===== config.mk =====
export PLATFORM = sky130hd
export DESIGN_NAME = ub0_bank0
export DESIGN_NICKNAME = d
export VERILOG_FILES = /design/src/pkg/ub0_pkg.sv /design/src/logic/ub0_fifo.sv /design/src/logic/ub0_eid_enc.sv /design/src/logic/ub0_bank0.sv
export SDC_FILE = /design/constraint.sdc
export NUM_CORES = 1
export LEC_CHECK = 0
export BUFFER_PORTS_ARGS = -buffer_cell sky130_fd_sc_hd__buf_2
export CAP_MARGIN = 10
export CORE_MARGIN = 2
export CORE_UTILIZATION = 30
export DETAILED_ROUTE_END_ITERATION = 8
export GPL_TIMING_DRIVEN = 0
export HOLD_SLACK_MARGIN = 0.06
export SLEW_MARGIN = 25
export SYNTH_ARGS = -nofsm -noshare
export SYNTH_HDL_FRONTEND = slang
export SYNTH_SLANG_ARGS = --single-unit

===== constraint.sdc =====
create_clock -name clk_i -period 3 [get_ports clk_i]
set_input_delay 0 -clock clk_i [delete_from_list [all_inputs] [get_ports clk_i]]
set_output_delay 0 -clock clk_i [all_outputs]
set_load 0.03 [all_outputs]

===== src/pkg/ub0_pkg.sv =====
// Purpose: constants for the bank 0 serial port register front end
// Assumes: classic Wishbone, 32-bit data, register index times four is the byte address
// Notes:   event codes are the legacy four-bit identification values
//
// How it works
// [RULE1] nine byte registers decoded at indices 00h to 08h
// [RULE2] reset leaves legacy mode with legacy enable bit meanings
// [RULE3] data port read returns holding byte or oldest receive fifo entry
// [RULE4] data port write loads holding byte or pushes onto transmit fifo
// [RULE5] enable bit 5 writable in extended mode only, bits 4 to 7 else cleared
// [RULE6] legacy enable bit 0 gates receive level and time-out, codes 0100/1100
// [RULE7] legacy enable bit 1 gates transmit low level, code 0010
// [RULE8] enable bit 2 gates line status events, code 0110
// [RULE9] enable bit 3 gates modem status events, code 0000
// [RULE10] extended enable bit 0: receive level at threshold or time-out
// [RULE11] extended enable bit 1: transmit level below threshold or holding empty
// [RULE12] extended enable bit 5: transmit shifter and fifo both empty
// [RULE13] index 02h reads event identification, writes fifo control
// [RULE14] legacy mode reports only the highest of four priority levels
// [RULE15] legacy identification bit 0 is low while anything pending, resets high
// [RULE16] legacy identification layout matches the classic fifo serial controller
// [RULE17] priority: line status, receive, transmit low, modem; 0001 is none
// [RULE18] transmit low interrupt clears on an identification read that returns 0010, or on a data write
// [RULE19] extended event flags show pending events regardless of enables
// [RULE20] interrupt output high while any pending event is enabled
// [RULE21] reserved enable bits read zero and ignore writes
package ub0_pkg;
	// ----------------------------------------------------------------
	// register indices
	// ----------------------------------------------------------------
	localparam logic [3:0] IDX_DATA = 4'h0;
	localparam logic [3:0] IDX_INTEN = 4'h1;
	localparam logic [3:0] IDX_EID  = 4'h2;
	localparam logic [3:0] IDX_LCTL = 4'h3;
	localparam logic [3:0] IDX_MCTL = 4'h4;
	localparam logic [3:0] IDX_LSTAT = 4'h5;
	localparam logic [3:0] IDX_MSTAT = 4'h6;
	localparam logic [3:0] IDX_SPAD = 4'h7;
	localparam logic [3:0] IDX_EXC1 = 4'h8;
	// ----------------------------------------------------------------
	// field positions, masks, reset values
	// ----------------------------------------------------------------
	localparam int FCTL_EN = 0;
	localparam int FCTL_RXSR = 1;
	localparam int FCTL_TXSR = 2;
	localparam int FCTL_TXTH = 4;
	localparam int FCTL_RXTH = 6;
	localparam int IE_RX = 0;
	localparam int IE_TX = 1;
	localparam int IE_LS = 2;
	localparam int IE_MS = 3;
	localparam int IE_TXEMP = 5;
	localparam int EXC_SEL = 0;
	localparam logic [7:0] INTEN_LEGACY_MASK = 8'h0f;
	localparam logic [7:0] INTEN_EXT_MASK = 8'h2f;
	localparam logic [7:0] BYTE_RST = 8'h00;
	// ----------------------------------------------------------------
	// event codes and fifo geometry
	// ----------------------------------------------------------------
	localparam logic [3:0] EID_LS = 4'h6;
	localparam logic [3:0] EID_RX = 4'h4;
	localparam logic [3:0] EID_TO = 4'hc;
	localparam logic [3:0] EID_TX = 4'h2;
	localparam logic [3:0] EID_MS = 4'h0;
	localparam logic [3:0] EID_NONE = 4'h1;
	localparam int FIFO_DEPTH = 16;
	localparam logic [4:0] CAP_FIFO = 5'h10;
	localparam logic [4:0] CAP_HOLD = 5'h01;
	typedef logic [4:0] ub0_cnt_t;

	function automatic ub0_cnt_t ub0_tx_thr(input logic [1:0] sel);
		case (sel)
			2'h0: ub0_tx_thr = 5'h01;
			2'h1: ub0_tx_thr = 5'h03;
			2'h2: ub0_tx_thr = 5'h09;
			default: ub0_tx_thr = 5'h0d;
		endcase
	endfunction : ub0_tx_thr

	function automatic ub0_cnt_t ub0_rx_thr(input logic [1:0] sel);
		case (sel)
			2'h0: ub0_rx_thr = 5'h01;
			2'h1: ub0_rx_thr = 5'h04;
			2'h2: ub0_rx_thr = 5'h08;
			default: ub0_rx_thr = 5'h0e;
		endcase
	endfunction : ub0_rx_thr
endpackage : ub0_pkg


===== src/logic/ub0_fifo.sv =====
// Purpose: byte fifo whose usable depth is set at run time
// Assumes: push is never made while full, pop never while empty
// Notes:   a cap of one turns it into a plain holding register
`timescale 1ns/1ns
module ub0_fifo
	import ub0_pkg::*;
(
	input  wire logic           clk_i,
	input  wire logic           rst_i,
	input  wire logic           clr_i,
	input  wire ub0_pkg::ub0_cnt_t cap_i,
	input  wire logic           push_i,
	input  wire logic [7:0]     wdata_i,
	input  wire logic           pop_i,
	output logic [7:0]          rdata_o,
	output ub0_pkg::ub0_cnt_t   count_o,
	output logic                full_o
);
	import ub0_pkg::*;
	typedef struct packed {
		logic [FIFO_DEPTH-1:0][7:0] mem;
		logic [3:0]                 wp;
		logic [3:0]                 rp;
		ub0_cnt_t                   cnt;
	} ub0_fifo_s;
	ub0_fifo_s st_reg;
	ub0_fifo_s st_next;

	assign rdata_o = st_reg.mem[st_reg.rp];
	assign count_o = st_reg.cnt;
	assign full_o  = (st_reg.cnt >= cap_i);

	always_comb begin
		st_next = st_reg;
		if (clr_i) begin
			st_next.wp = '0;
			st_next.rp = '0;
			st_next.cnt = '0;
		end else begin
			if (push_i) begin
				st_next.mem[st_reg.wp] = wdata_i;
				st_next.wp = st_reg.wp + 4'h1;
			end
			if (pop_i)
				st_next.rp = st_reg.rp + 4'h1;
			st_next.cnt = st_reg.cnt + ub0_cnt_t'(push_i) - ub0_cnt_t'(pop_i);
		end
	end

	always_ff @(posedge clk_i) begin
		if (rst_i)
			st_reg <= '0;
		else
			st_reg <= st_next;
	end
endmodule : ub0_fifo


===== src/logic/ub0_eid_enc.sv =====
// Purpose: legacy priority encoder for the event identification code
// Assumes: each input is already pending and enabled
// Notes:   purely combinational
`timescale 1ns/1ns
module ub0_eid_enc
	import ub0_pkg::*;
(
	input  wire logic       ls_i,
	input  wire logic       rx_i,
	input  wire logic       to_i,
	input  wire logic       tx_i,
	input  wire logic       ms_i,
	output logic [3:0]      code_o,
	output logic            pend_o
);
	import ub0_pkg::*;
	always_comb begin
		pend_o = ls_i | rx_i | to_i | tx_i | ms_i;
		if (ls_i)                               // RULE17
			code_o = EID_LS;
		else if (rx_i)
			code_o = EID_RX;
		else if (to_i)
			code_o = EID_TO;
		else if (tx_i)
			code_o = EID_TX;
		else if (ms_i)
			code_o = EID_MS;
		else
			code_o = EID_NONE;
	end
endmodule : ub0_eid_enc


===== src/logic/ub0_bank0.sv =====
// Purpose: bank 0 register front end of the serial port, Wishbone slave
// Assumes: receiver, transmitter and status logic sit behind the side ports
// Notes:   every access is answered one cycle after it is presented
`timescale 1ns/1ns
module ub0_bank0
	import ub0_pkg::*;
(
	input  wire logic        clk_i,
	input  wire logic        rst_i,
	input  wire logic [5:0]  adr_i,
	input  wire logic [31:0] dat_i,
	output logic [31:0]      dat_o,
	input  wire logic        we_i,
	input  wire logic [3:0]  sel_i,
	input  wire logic        cyc_i,
	input  wire logic        stb_i,
	output logic             ack_o,
	input  wire logic        rx_valid_i,
	input  wire logic [7:0]  rx_data_i,
	output logic             rx_ready_o,
	input  wire logic        rx_timeout_i,
	output logic             tx_valid_o,
	output logic [7:0]       tx_data_o,
	input  wire logic        tx_ready_i,
	input  wire logic        tx_shift_empty_i,
	input  wire logic [7:0]  line_status_i,
	input  wire logic        line_status_event_i,
	input  wire logic [7:0]  modem_status_i,
	input  wire logic        modem_status_event_i,
	output logic             line_status_read_o,
	output logic             modem_status_read_o,
	output logic             rx_reset_o,
	output logic             tx_reset_o,
	output logic [7:0]       line_control_o,
	output logic [7:0]       modem_control_o,
	output logic             fifo_enable_o,
	output logic             extended_o,
	output logic             irq_o
);
	import ub0_pkg::*;

	// ----------------------------------------------------------------
	// state
	// ----------------------------------------------------------------
	typedef enum logic [0:0] {BUS_IDLE, BUS_ACK} ub0_bus_e;
	typedef struct packed {
		ub0_bus_e   bus;
		logic [31:0] dat;
		logic [7:0] inten;
		logic       fen;
		logic [1:0] txth;
		logic [1:0] rxth;
		logic [7:0] lctl;
		logic [7:0] mctl;
		logic [7:0] spad;
		logic       ext;
		logic       tx_low_prev;
		logic       tx_int;
		logic       lstat_rd;
		logic       mstat_rd;
		logic       rx_rst;
		logic       tx_rst;
	} ub0_state_s;
	ub0_state_s st_reg;
	ub0_state_s st_next;

	// ----------------------------------------------------------------
	// access decode
	// ----------------------------------------------------------------
	logic [3:0] idx;
	logic       take;
	logic       wr;
	logic       rd;
	assign idx  = adr_i[5:2];
	// side effects happen once, on the cycle the access is taken
	assign take = cyc_i && stb_i && (st_reg.bus == BUS_IDLE);
	assign wr   = take && we_i && sel_i[0];
	assign rd   = take && !we_i;

	// ----------------------------------------------------------------
	// fifos
	// ----------------------------------------------------------------
	ub0_cnt_t   cap;
	ub0_cnt_t   rx_cnt;
	ub0_cnt_t   tx_cnt;
	logic [7:0] rx_byte;
	logic       rx_full;
	logic       tx_full;
	logic       rx_pop;
	logic       tx_push;
	logic       fen_chg;
	logic       rx_clr;
	logic       tx_clr;

	assign cap     = st_reg.fen ? CAP_FIFO : CAP_HOLD;
	assign rx_ready_o = !rx_full && !rx_clr;
	assign rx_pop  = rd && (idx == IDX_DATA) && (rx_cnt != '0);                // RULE3
	assign tx_push = wr && (idx == IDX_DATA) && !tx_full;                      // RULE4
	assign tx_valid_o = (tx_cnt != '0);
	// turning the fifos on or off empties both
	assign fen_chg = wr && (idx == IDX_EID) && (dat_i[FCTL_EN] != st_reg.fen);
	assign rx_clr  = fen_chg || (wr && (idx == IDX_EID) && dat_i[FCTL_RXSR]);
	assign tx_clr  = fen_chg || (wr && (idx == IDX_EID) && dat_i[FCTL_TXSR]);

	ub0_fifo u_rx_fifo (
		.clk_i   (clk_i),
		.rst_i   (rst_i),
		.clr_i   (rx_clr),
		.cap_i   (cap),
		.push_i  (rx_valid_i && rx_ready_o),
		.wdata_i (rx_data_i),
		.pop_i   (rx_pop),
		.rdata_o (rx_byte),
		.count_o (rx_cnt),
		.full_o  (rx_full)
	);

	ub0_fifo u_tx_fifo (
		.clk_i   (clk_i),
		.rst_i   (rst_i),
		.clr_i   (tx_clr),
		.cap_i   (cap),
		.push_i  (tx_push),
		.wdata_i (dat_i[7:0]),
		.pop_i   (tx_valid_o && tx_ready_i && !tx_clr),
		.rdata_o (tx_data_o),
		.count_o (tx_cnt),
		.full_o  (tx_full)
	);

	// ----------------------------------------------------------------
	// events
	// ----------------------------------------------------------------
	logic       ev_rx;
	logic       ev_to;
	logic       ev_tx;
	logic       ev_txemp;
	logic       tx_low;
	logic [7:0] ext_ev;
	logic [3:0] code;
	logic       leg_pend;
	logic [7:0] eid_rd;

	assign ev_rx  = st_reg.fen ? (rx_cnt >= ub0_rx_thr(st_reg.rxth)) : (rx_cnt != '0);
	assign ev_to  = st_reg.fen && rx_timeout_i && (rx_cnt != '0);
	// the threshold only matters in extended mode; legacy waits for empty
	assign tx_low = (st_reg.fen && st_reg.ext) ? (tx_cnt < ub0_tx_thr(st_reg.txth))
	                                           : (tx_cnt == '0);
	assign ev_tx  = st_reg.ext ? tx_low : st_reg.tx_int;
	assign ev_txemp = tx_shift_empty_i && (tx_cnt == '0);
	// flags show the event even with its enable off
	assign ext_ev = {2'b00, ev_txemp, 1'b0, modem_status_event_i,             // RULE19
	                 line_status_event_i, ev_tx, ev_rx || ev_to};

	ub0_eid_enc u_enc (
		.ls_i   (st_reg.inten[IE_LS] && line_status_event_i),                     // RULE8
		.rx_i   (st_reg.inten[IE_RX] && ev_rx),                                   // RULE6
		.to_i   (st_reg.inten[IE_RX] && ev_to),                                   // RULE6
		.tx_i   (st_reg.inten[IE_TX] && st_reg.tx_int),                           // RULE7
		.ms_i   (st_reg.inten[IE_MS] && modem_status_event_i),                    // RULE9
		.code_o (code),
		.pend_o (leg_pend)
	);

	// legacy layout: fifo enable twice on top, code below, bit 0 low when pending
	assign eid_rd = st_reg.ext ? ext_ev                                       // RULE16
	                           : {st_reg.fen, st_reg.fen, 2'b00, code};       // RULE14 RULE15

	// extended mode: 0 gates rx level/time-out, 1 tx level, 5 tx empty
	assign irq_o = st_reg.ext ? |(ext_ev & st_reg.inten) : leg_pend;  // RULE10 RULE11 RULE12 RULE20

	// ----------------------------------------------------------------
	// read mux
	// ----------------------------------------------------------------
	function automatic logic [7:0] ub0_rd_mux(input logic [3:0] i, input ub0_state_s s,
	                                          input logic [7:0] rxd, input logic [7:0] eid,
	                                          input logic [7:0] ls, input logic [7:0] ms);
		case (i)
			IDX_DATA: ub0_rd_mux = rxd;
			IDX_INTEN: ub0_rd_mux = s.inten;
			IDX_EID:   ub0_rd_mux = eid;
			IDX_LCTL:  ub0_rd_mux = s.lctl;
			IDX_MCTL:  ub0_rd_mux = s.mctl;
			IDX_LSTAT: ub0_rd_mux = ls;
			IDX_MSTAT: ub0_rd_mux = ms;
			IDX_SPAD:  ub0_rd_mux = s.spad;
			IDX_EXC1: ub0_rd_mux = {7'h00, s.ext};
			default:  ub0_rd_mux = BYTE_RST;
		endcase
	endfunction : ub0_rd_mux

	// ----------------------------------------------------------------
	// next state
	// ----------------------------------------------------------------
	always_comb begin
		st_next = st_reg;
		st_next.lstat_rd = 1'b0;
		st_next.mstat_rd = 1'b0;
		st_next.rx_rst = 1'b0;
		st_next.tx_rst = 1'b0;
		st_next.tx_low_prev = tx_low;
		case (st_reg.bus)
			BUS_IDLE: begin
				if (take) begin                                                     // RULE1
					st_next.bus = BUS_ACK;
					st_next.dat = {24'h000000,
					               ub0_rd_mux(idx, st_reg, rx_byte, eid_rd,
					                          line_status_i, modem_status_i)};
				end
			end
			BUS_ACK:
				st_next.bus = BUS_IDLE;
			default:
				st_next.bus = BUS_IDLE;
		endcase
		if (rd && idx == IDX_LSTAT)
			st_next.lstat_rd = 1'b1;
		if (rd && idx == IDX_MSTAT)
			st_next.mstat_rd = 1'b1;
		if (wr) begin
			case (idx)
				IDX_INTEN:
					st_next.inten = dat_i[7:0] & (st_reg.ext ? INTEN_EXT_MASK   // RULE5 RULE21
					                                         : INTEN_LEGACY_MASK);
				IDX_EID: begin                                                      // RULE13
					st_next.fen  = dat_i[FCTL_EN];
					st_next.txth = dat_i[FCTL_TXTH +: 2];
					st_next.rxth = dat_i[FCTL_RXTH +: 2];
					st_next.rx_rst = dat_i[FCTL_RXSR];
					st_next.tx_rst = dat_i[FCTL_TXSR];
				end
				IDX_LCTL: st_next.lctl = dat_i[7:0];
				IDX_MCTL: st_next.mctl = dat_i[7:0];
				IDX_SPAD: st_next.spad = dat_i[7:0];
				IDX_EXC1: st_next.ext = dat_i[EXC_SEL];
				default: ;
			endcase
		end
		if (!st_next.ext)
			st_next.inten = st_next.inten & INTEN_LEGACY_MASK;                  // RULE5
		// clear first, so a new empty edge in the same cycle wins
		if ((rd && idx == IDX_EID && code == EID_TX) || (wr && idx == IDX_DATA))
			st_next.tx_int = 1'b0;                                              // RULE18
		if (tx_low && !st_reg.tx_low_prev)
			st_next.tx_int = 1'b1;
	end

	always_ff @(posedge clk_i) begin
		if (rst_i) begin
			st_reg <= '0;                                                       // RULE2
			st_reg.bus <= BUS_IDLE;
			st_reg.lctl <= BYTE_RST;
			st_reg.tx_low_prev <= 1'b1;
		end else begin
			st_reg <= st_next;
		end
	end

	assign ack_o = (st_reg.bus == BUS_ACK);
	assign dat_o = st_reg.dat;
	assign line_status_read_o  = st_reg.lstat_rd;
	assign modem_status_read_o = st_reg.mstat_rd;
	assign rx_reset_o      = st_reg.rx_rst;
	assign tx_reset_o      = st_reg.tx_rst;
	assign line_control_o  = st_reg.lctl;
	assign modem_control_o = st_reg.mctl;
	assign fifo_enable_o   = st_reg.fen;
	assign extended_o      = st_reg.ext;
endmodule : ub0_bank0


==> results.json, run 1 <==
{
  "rsz0062_at_grt": "true",
  "cap_violations": 0,
  "syn_avg_cell_area_um2": 10.7,
  "gp_congestion": 0.895,
  "netlist_area_um2": 16700,
  "critPathLaunchType": "flip-flop",
  "cts_tree": "yes",
  "min_from": "line_status_i[3]",
  "outcome": "finished, final reports clean",
  "die_h_um": 240,
  "worst_setup_path_end_kind": "flip-flop",
  "fin_tns_setup_ns": 0,
  "fp.dieArea_um2": 57600,
  "leakagePower_nw": 8.70,
  "worstPathMaxFanout": 3,
  "grt_usage_pct": 16.6,
  "clk_pin_slew_ns": 0.07,
  "ios": 143,
  "synth.most_common_cell": "dfxtp_1",
  "fp.coreArea_um2": 55100,
  "r2r_end": "u_rx_fifo.count_o[4]",
  "clkLatencyLatePin_ns": 0.55,
  "num_rows": 86,
  "worst_ep_arrival_time_ns": 3.39,
  "first_global_vias": 12400,
  "hold_path_class": "in -> reg",
  "cts_root_buf": "clkbuf_16",
  "whs_path_depth": 6,
  "synth-edff-count": 0,
  "num-fill-cells": 5494,
  "yosys.area.top_type": "dfxtp_1",
  "r2r_cells": 15,
  "ff2ff_setup_slack_ns": 0.03,
  "routed_wl_um": 48000,
  "fin_crit_ns": 2.97,
  "finalSetupViolations": 0,
  "synth_area_leaders": "dfxtp_1 40%, mux2i_1 19%, nand2b_1 10%",
  "synth.distinct_cells": 68,
  "start_util_pct": 30.3,
  "skew_ns": 0.0189,
  "synthArstFlopShare_pct": 0,
  "yosys_warnings": 0,
  "vias": 12200,
  "n_antenna_cell": 0,
  "setup_ws_ns": 0.0280,
  "ys_ff_latch": 332,
  "drt-initial-drc-count": 793,
  "yosysSeqAreaShare_pct": 39.8,
  "synth_flop_cell": "dfxtp_1",
  "drv_slew": 0,
  "fp.dieW_um": 240,
  "dp_hpwl_um": 33400,
  "finalCritPeriodShare_pct": 99.1,
  "grt.overflow.total": 0,
  "worst-slew-pin-transition_ns": 0.985,
  "synthTopCellsByCount": "332 x dfxtp_1, 311 x mux2i_1, 279 x nand2b_1",
  "port_buffers": 85,
  "firstDrtPassIters": 7,
  "worstPathRequired_ns": 3.42,
  "grt_max_degree": 14,
  "clockBufferDepth": 3,
  "cts_buffers": 36,
  "ant_nets": 0,
  "final_nets": 1858,
  "maxSlewHeadroom_pct": 34.0,
  "antenna_found_initial": 1,
  "vias_per_cell": 4.85,
  "synthDominantCellAreaShare_pct": 39.8,
  "path_class": "reg -> reg",
  "max-vdd-ir-drop_mv": 0.352,
  "htree_levels": 2,
  "drc": 0,
  "syn_to_final_growth_pct": 19.7,
  "hold_end": "dat_o[3]",
  "timing.rr.start": "fifo_enable_o",
  "grt_first_pass_wirelength_um": 73400,
  "pre_cts_slack_ns": -0.843,
  "hold_viol": 0,
  "p_per_area_nw_per_um2": 590,
  "synthCells": 1557,
  "drive_above_1_share_pct": 21.7,
  "fmaxAchievable_mhz": 336,
  "wire_per_inst_um": 19.1,
  "clkSinkCount": 332
}
==> layout make-up <==
cell class	count	area, um^2	area share (%)
Multi-Input combinational cell	1048	9440	47.1
Sequential cell	332	6660	33.3
Clock buffer	50	1020	5.11
Tap cell	748	936	4.68
Buffer	159	828	4.14
Timing Repair Buffer	125	787	3.93
Clock inverter	14	185	0.925
Inverter	40	158	0.788
==> cells by family after synthesis <==
kind of cell | share of synthesized area (%)
and+or+nand+nor | 18.1
muxes | 29.3
DFF | 39.8
buffers and inverters | 5.63
AOI/OAI and AO/OA | 3.24
adders and majority gates | 3.01
xor gates and xnor gates | 0.943
other | 0.0224
==> critical path, cell delays in order (launching register included) <==
cell and delay, ns:
dfxtp_4 0.38, buf_6 0.13, xnor2_4 0.14, a2111oi_4 0.60
a2111oi_4 0.12, inv_1 0.09, ha_1 0.22, inv_1 0.06
ha_2 0.18, inv_2 0.04, fa_2 0.41, nor2_2 0.10
nor2_1 0.05, o21bai_1 0.16, xnor2_1 0.13, nor2_1 0.05
==> cells in the final DEF (no fill, tap or decap), drive strengths merged, types with 4 or more instances in the layout <==
cell / instances
inv: 41
a21oi: 19
o41ai: 4
nand4: 18
buf: 167
nand2b: 279
a2111oi: 6
clkbuf: 143
a221oi: 4
clkinv: 10
xnor2: 15
mux4: 77
or2: 4
nor2: 93
nand2: 32
dlygate4sd3: 23
a22oi: 4
ha: 37
o21ai: 6
a211oi: 4
nand3b: 4
mux2: 5
nor3: 9
conb: 24
nand3: 25
nor2b: 5
nor4: 9
mux2i: 311
and3: 4
dfxtp: 332
==> repair_timing <==
item | 4_1_cts | 5_1_grt
buffers inserted | 12 | 5
endpoints found under the hold margin | 92 | 0
gates resized for setup | 50 | 24
setup endpoints to repair | 24 | 78
hold buffers | 23 | 0
pin swaps | 10 | 11
==> worst max-delay path by stage <==
| stage | from | to | slack (ns) | depth (start not counted) |
|---|---|---|---|---|
| final | fifo_enable_o | u_rx_fifo.count_o[4] | 0.03 | 15 |
| after global routing | u_rx_fifo.count_o[2] | u_rx_fifo.count_o[4] | -0.14 | 16 |
| after CTS | fifo_enable_o | u_rx_fifo.count_o[4] | -0.01 | 16 |
| after detailed placement | u_rx_fifo.st_reg[6] | dat_o[3] | -0.84 | 7 |
| after global placement | u_rx_fifo.st_reg[6] | dat_o[3] | -0.86 | 7 |
| after floorplan | fifo_enable_o | u_rx_fifo.count_o[4] | -0.01 | 17 |
==> layer usage <==
layer | global-route usage (%) | vias up | routed length (um)
li1 | - | 5757 | -
met1 | 21.2 | 6006 | 21100
met2 | 28.6 | 339 | 23100
met3 | 2.19 | 91 | 2230
met4 | 5.74 | 0 | 1520
met5 | 0 | - | 0
==> where the power goes <==
| group | total [mW] | leakage, nW | internal [mW] | switching [mW] |
|---|---|---|---|---|
| registers | 4.69 | 2.68 | 4.55 | 0.140 |
| logic | 2.55 | 5.43 | 1.10 | 1.45 |
| clock network | 4.57 | 0.599 | 2.67 | 1.91 |
| total | 11.8 | 8.70 | 8.32 | 3.49 |
==> metrics by stage <==
stage                     total power, mW  hold slack, ns  cell area, um^2  utilization, %  cells
after CTS                            11.8          0.0614            19900            36.1   2512
final                                11.8          0.0897            20000            36.3   2516
after global placement               7.00           0.352            18200            33.0   2413
after global routing                 12.3           0.133            20000            36.3   2516
after floorplan                      6.41           0.147            16800               -   1580
after detailed placement             7.03           0.368            18200            33.1   2413
(Power assumes the default switching activity.)
==> run 2: changes to the inputs <==
clock period = 2.5 ns   (was 3 ns; I/O delays follow)
==> results.json, run 2 (same netlist as run 1, synthesis figures left out) <==
{
  "outcome": "complete, but fails checks",
  "violations": "negative setup slack",
  "htree_levels": 2,
  "cts_buffers": 36,
  "num_rows": 86,
  "fp.coreArea_um2": 55100,
  "whs_path_depth": 6,
  "fin_util_pct": 38.1,
  "ios": 143,
  "grt.met2_usage_pct": 29.4,
  "firstDrtPassIters": 5,
  "gp_congestion": 0.934,
  "die_h_um": 240,
  "placed_cell_area_um2": 18300,
  "worstPathRequired_ns": 2.92,
  "finalCritPeriodShare_pct": 117,
  "stdcell_count": 2559,
  "fin_crit_ns": 2.92,
  "hold_viol": 0,
  "cts_tree": "yes",
  "first_global_vias": 12700,
  "rsz0062_at_grt": "true",
  "use_met3_pct": 2.41,
  "worst_ep_arrival_time_ns": 3.34,
  "final_cell_mix": "320 x dfxtp_1, 308 x mux2i_1, 279 x nand2b_1",
  "skew_ns": 0.0129,
  "clk_pin_slew_ns": 0.06,
  "p_per_area_nw_per_um2": 734,
  "grt-busiest-layer": "met2",
  "drt-initial-drc-count": 771,
  "cts_root_buf": "clkbuf_16",
  "r2r_end": "u_rx_fifo.count_o[4]",
  "drv_slew": 0,
  "min_from": "line_status_i[3]",
  "port_buffers": 85,
  "start_util_pct": 30.3,
  "clkLatencyLatePin_ns": 0.55,
  "finalSetupViolations": 208,
  "use_met1_pct": 21.6,
  "grt_first_pass_wirelength_um": 75500,
  "cap_violations": 0,
  "r2r_cells": 15,
  "hold_path_class": "in -> reg",
  "fp.dieW_um": 240,
  "dp_hpwl_um": 33600,
  "drive_above_1_share_pct": 25.3,
  "routed_wl_um": 49200,
  "grt_usage_pct": 17.0,
  "syn_to_final_growth_pct": 25.7,
  "vias": 12500,
  "grt_max_degree": 15,
  "setup_ws_ns": -0.421,
  "hold_end": "dat_o[3]",
  "timing.rr.start": "fifo_enable_o",
  "leakagePower_nw": 9.04,
  "place_inst": 2413,
  "wire_per_inst_um": 19.2,
  "fmaxAchievable_mhz": 342,
  "max-vdd-ir-drop_mv": 0.425,
  "path_class": "reg -> reg",
  "finalPower_mw": 15.4,
  "worstPathMaxFanout": 4,
  "worst_setup_path_end_kind": "flip-flop",
  "drc": 0,
  "n_antenna_cell": 0,
  "grt.overflow.total": 0,
  "maxSlewHeadroom_pct": 39.8,
  "final_common_cell": "dfxtp_1",
  "fp.dieArea_um2": 57600,
  "vias_per_cell": 4.88,
  "ant_nets": 0,
  "clkSinkCount": 332,
  "final_nets": 1900,
  "worst-slew-pin-transition_ns": 0.903,
  "clockBufferDepth": 3,
  "fin_hold_ws_ns": 0.0654,
  "final_cell_area_um2": 21000,
  "critPathLaunchType": "flip-flop",
  "ff2ff_setup_slack_ns": -0.42,
  "antenna_found_initial": 0
}
-- run 2: cell type report --
class                      count  area, um^2
fill                        5348       34100
multi-input combinational   1048        9740
sequential                   332        6680
timing repair buffer         167        1260
clock buffer                  53        1080
buffer                       159         951
tap                          748         936
clock inverter                12         208
inverter                      40         163
-- run 2: worst max path at each step --
| stage | from | end | slack [ns] |
|---|---|---|---|
| final | fifo_enable_o | u_rx_fifo.count_o[4] | -0.42 |
| after CTS | fifo_enable_o | u_rx_fifo.count_o[4] | -0.39 |
| after detailed placement | u_rx_fifo.st_reg[6] | dat_o[3] | -1.32 |
| after global placement | u_rx_fifo.st_reg[6] | dat_o[3] | -1.30 |
| after global routing | fifo_enable_o | u_rx_fifo.count_o[4] | -0.55 |
| after floorplan | fifo_enable_o | u_rx_fifo.count_o[4] | -0.36 |
-- run 2: power by group --
part / internal [mW] / switching (mW) / total [mW]
combinational: 1.91 / 2.05 / 3.95
clock: 3.52 / 2.30 / 5.82
sequential: 5.48 / 0.173 / 5.65
total: 10.9 / 4.52 / 15.4
-- run 2: what timing repair did --
item	4_1_cts	5_1_grt
hold buffers	28	0
pin swaps	28	13
gates resized for setup	154	30
buffers inserted	34	19
setup endpoints to repair	281	192
endpoints found under the hold margin	89	0
cloned	2	0
-- run 2: critical path: stages (launching register included) --
cell and delay [ns]:
dfxtp_4 0.38, xnor2_2 0.18, a2111oi_4 0.62, a2111oi_4 0.12, buf_4 0.17, inv_2 0.05, ha_4 0.19, inv_2 0.06
ha_4 0.12, inv_2 0.03, fa_2 0.35, nor2_2 0.10, nor2_1 0.05, o21bai_1 0.19, xnor2_1 0.14, nor2_1 0.05
-- run 2: per-stage QoR --
| stage | setup TNS [ns] | setup slack, ns |
|---|---|---|
| 4_1_cts | -11.93 | -0.385 |
| 3_5_place_dp | -69.98 | -1.32 |
| 6_report | -25.06 | -0.421 |
| 2_1_floorplan | -0.708 | -0.364 |
| 3_3_place_gp | -72.33 | -1.30 |
| 5_1_grt | -45.65 | -0.547 |
-- run 2: routing by layer --
metal / share of wire, % / up-vias
met2: 49 / 345
li1: - / 5845
met1: 43 / 6215
met5: 0 / -
met3: 5.0 / 87
met4: 3.1 / 0
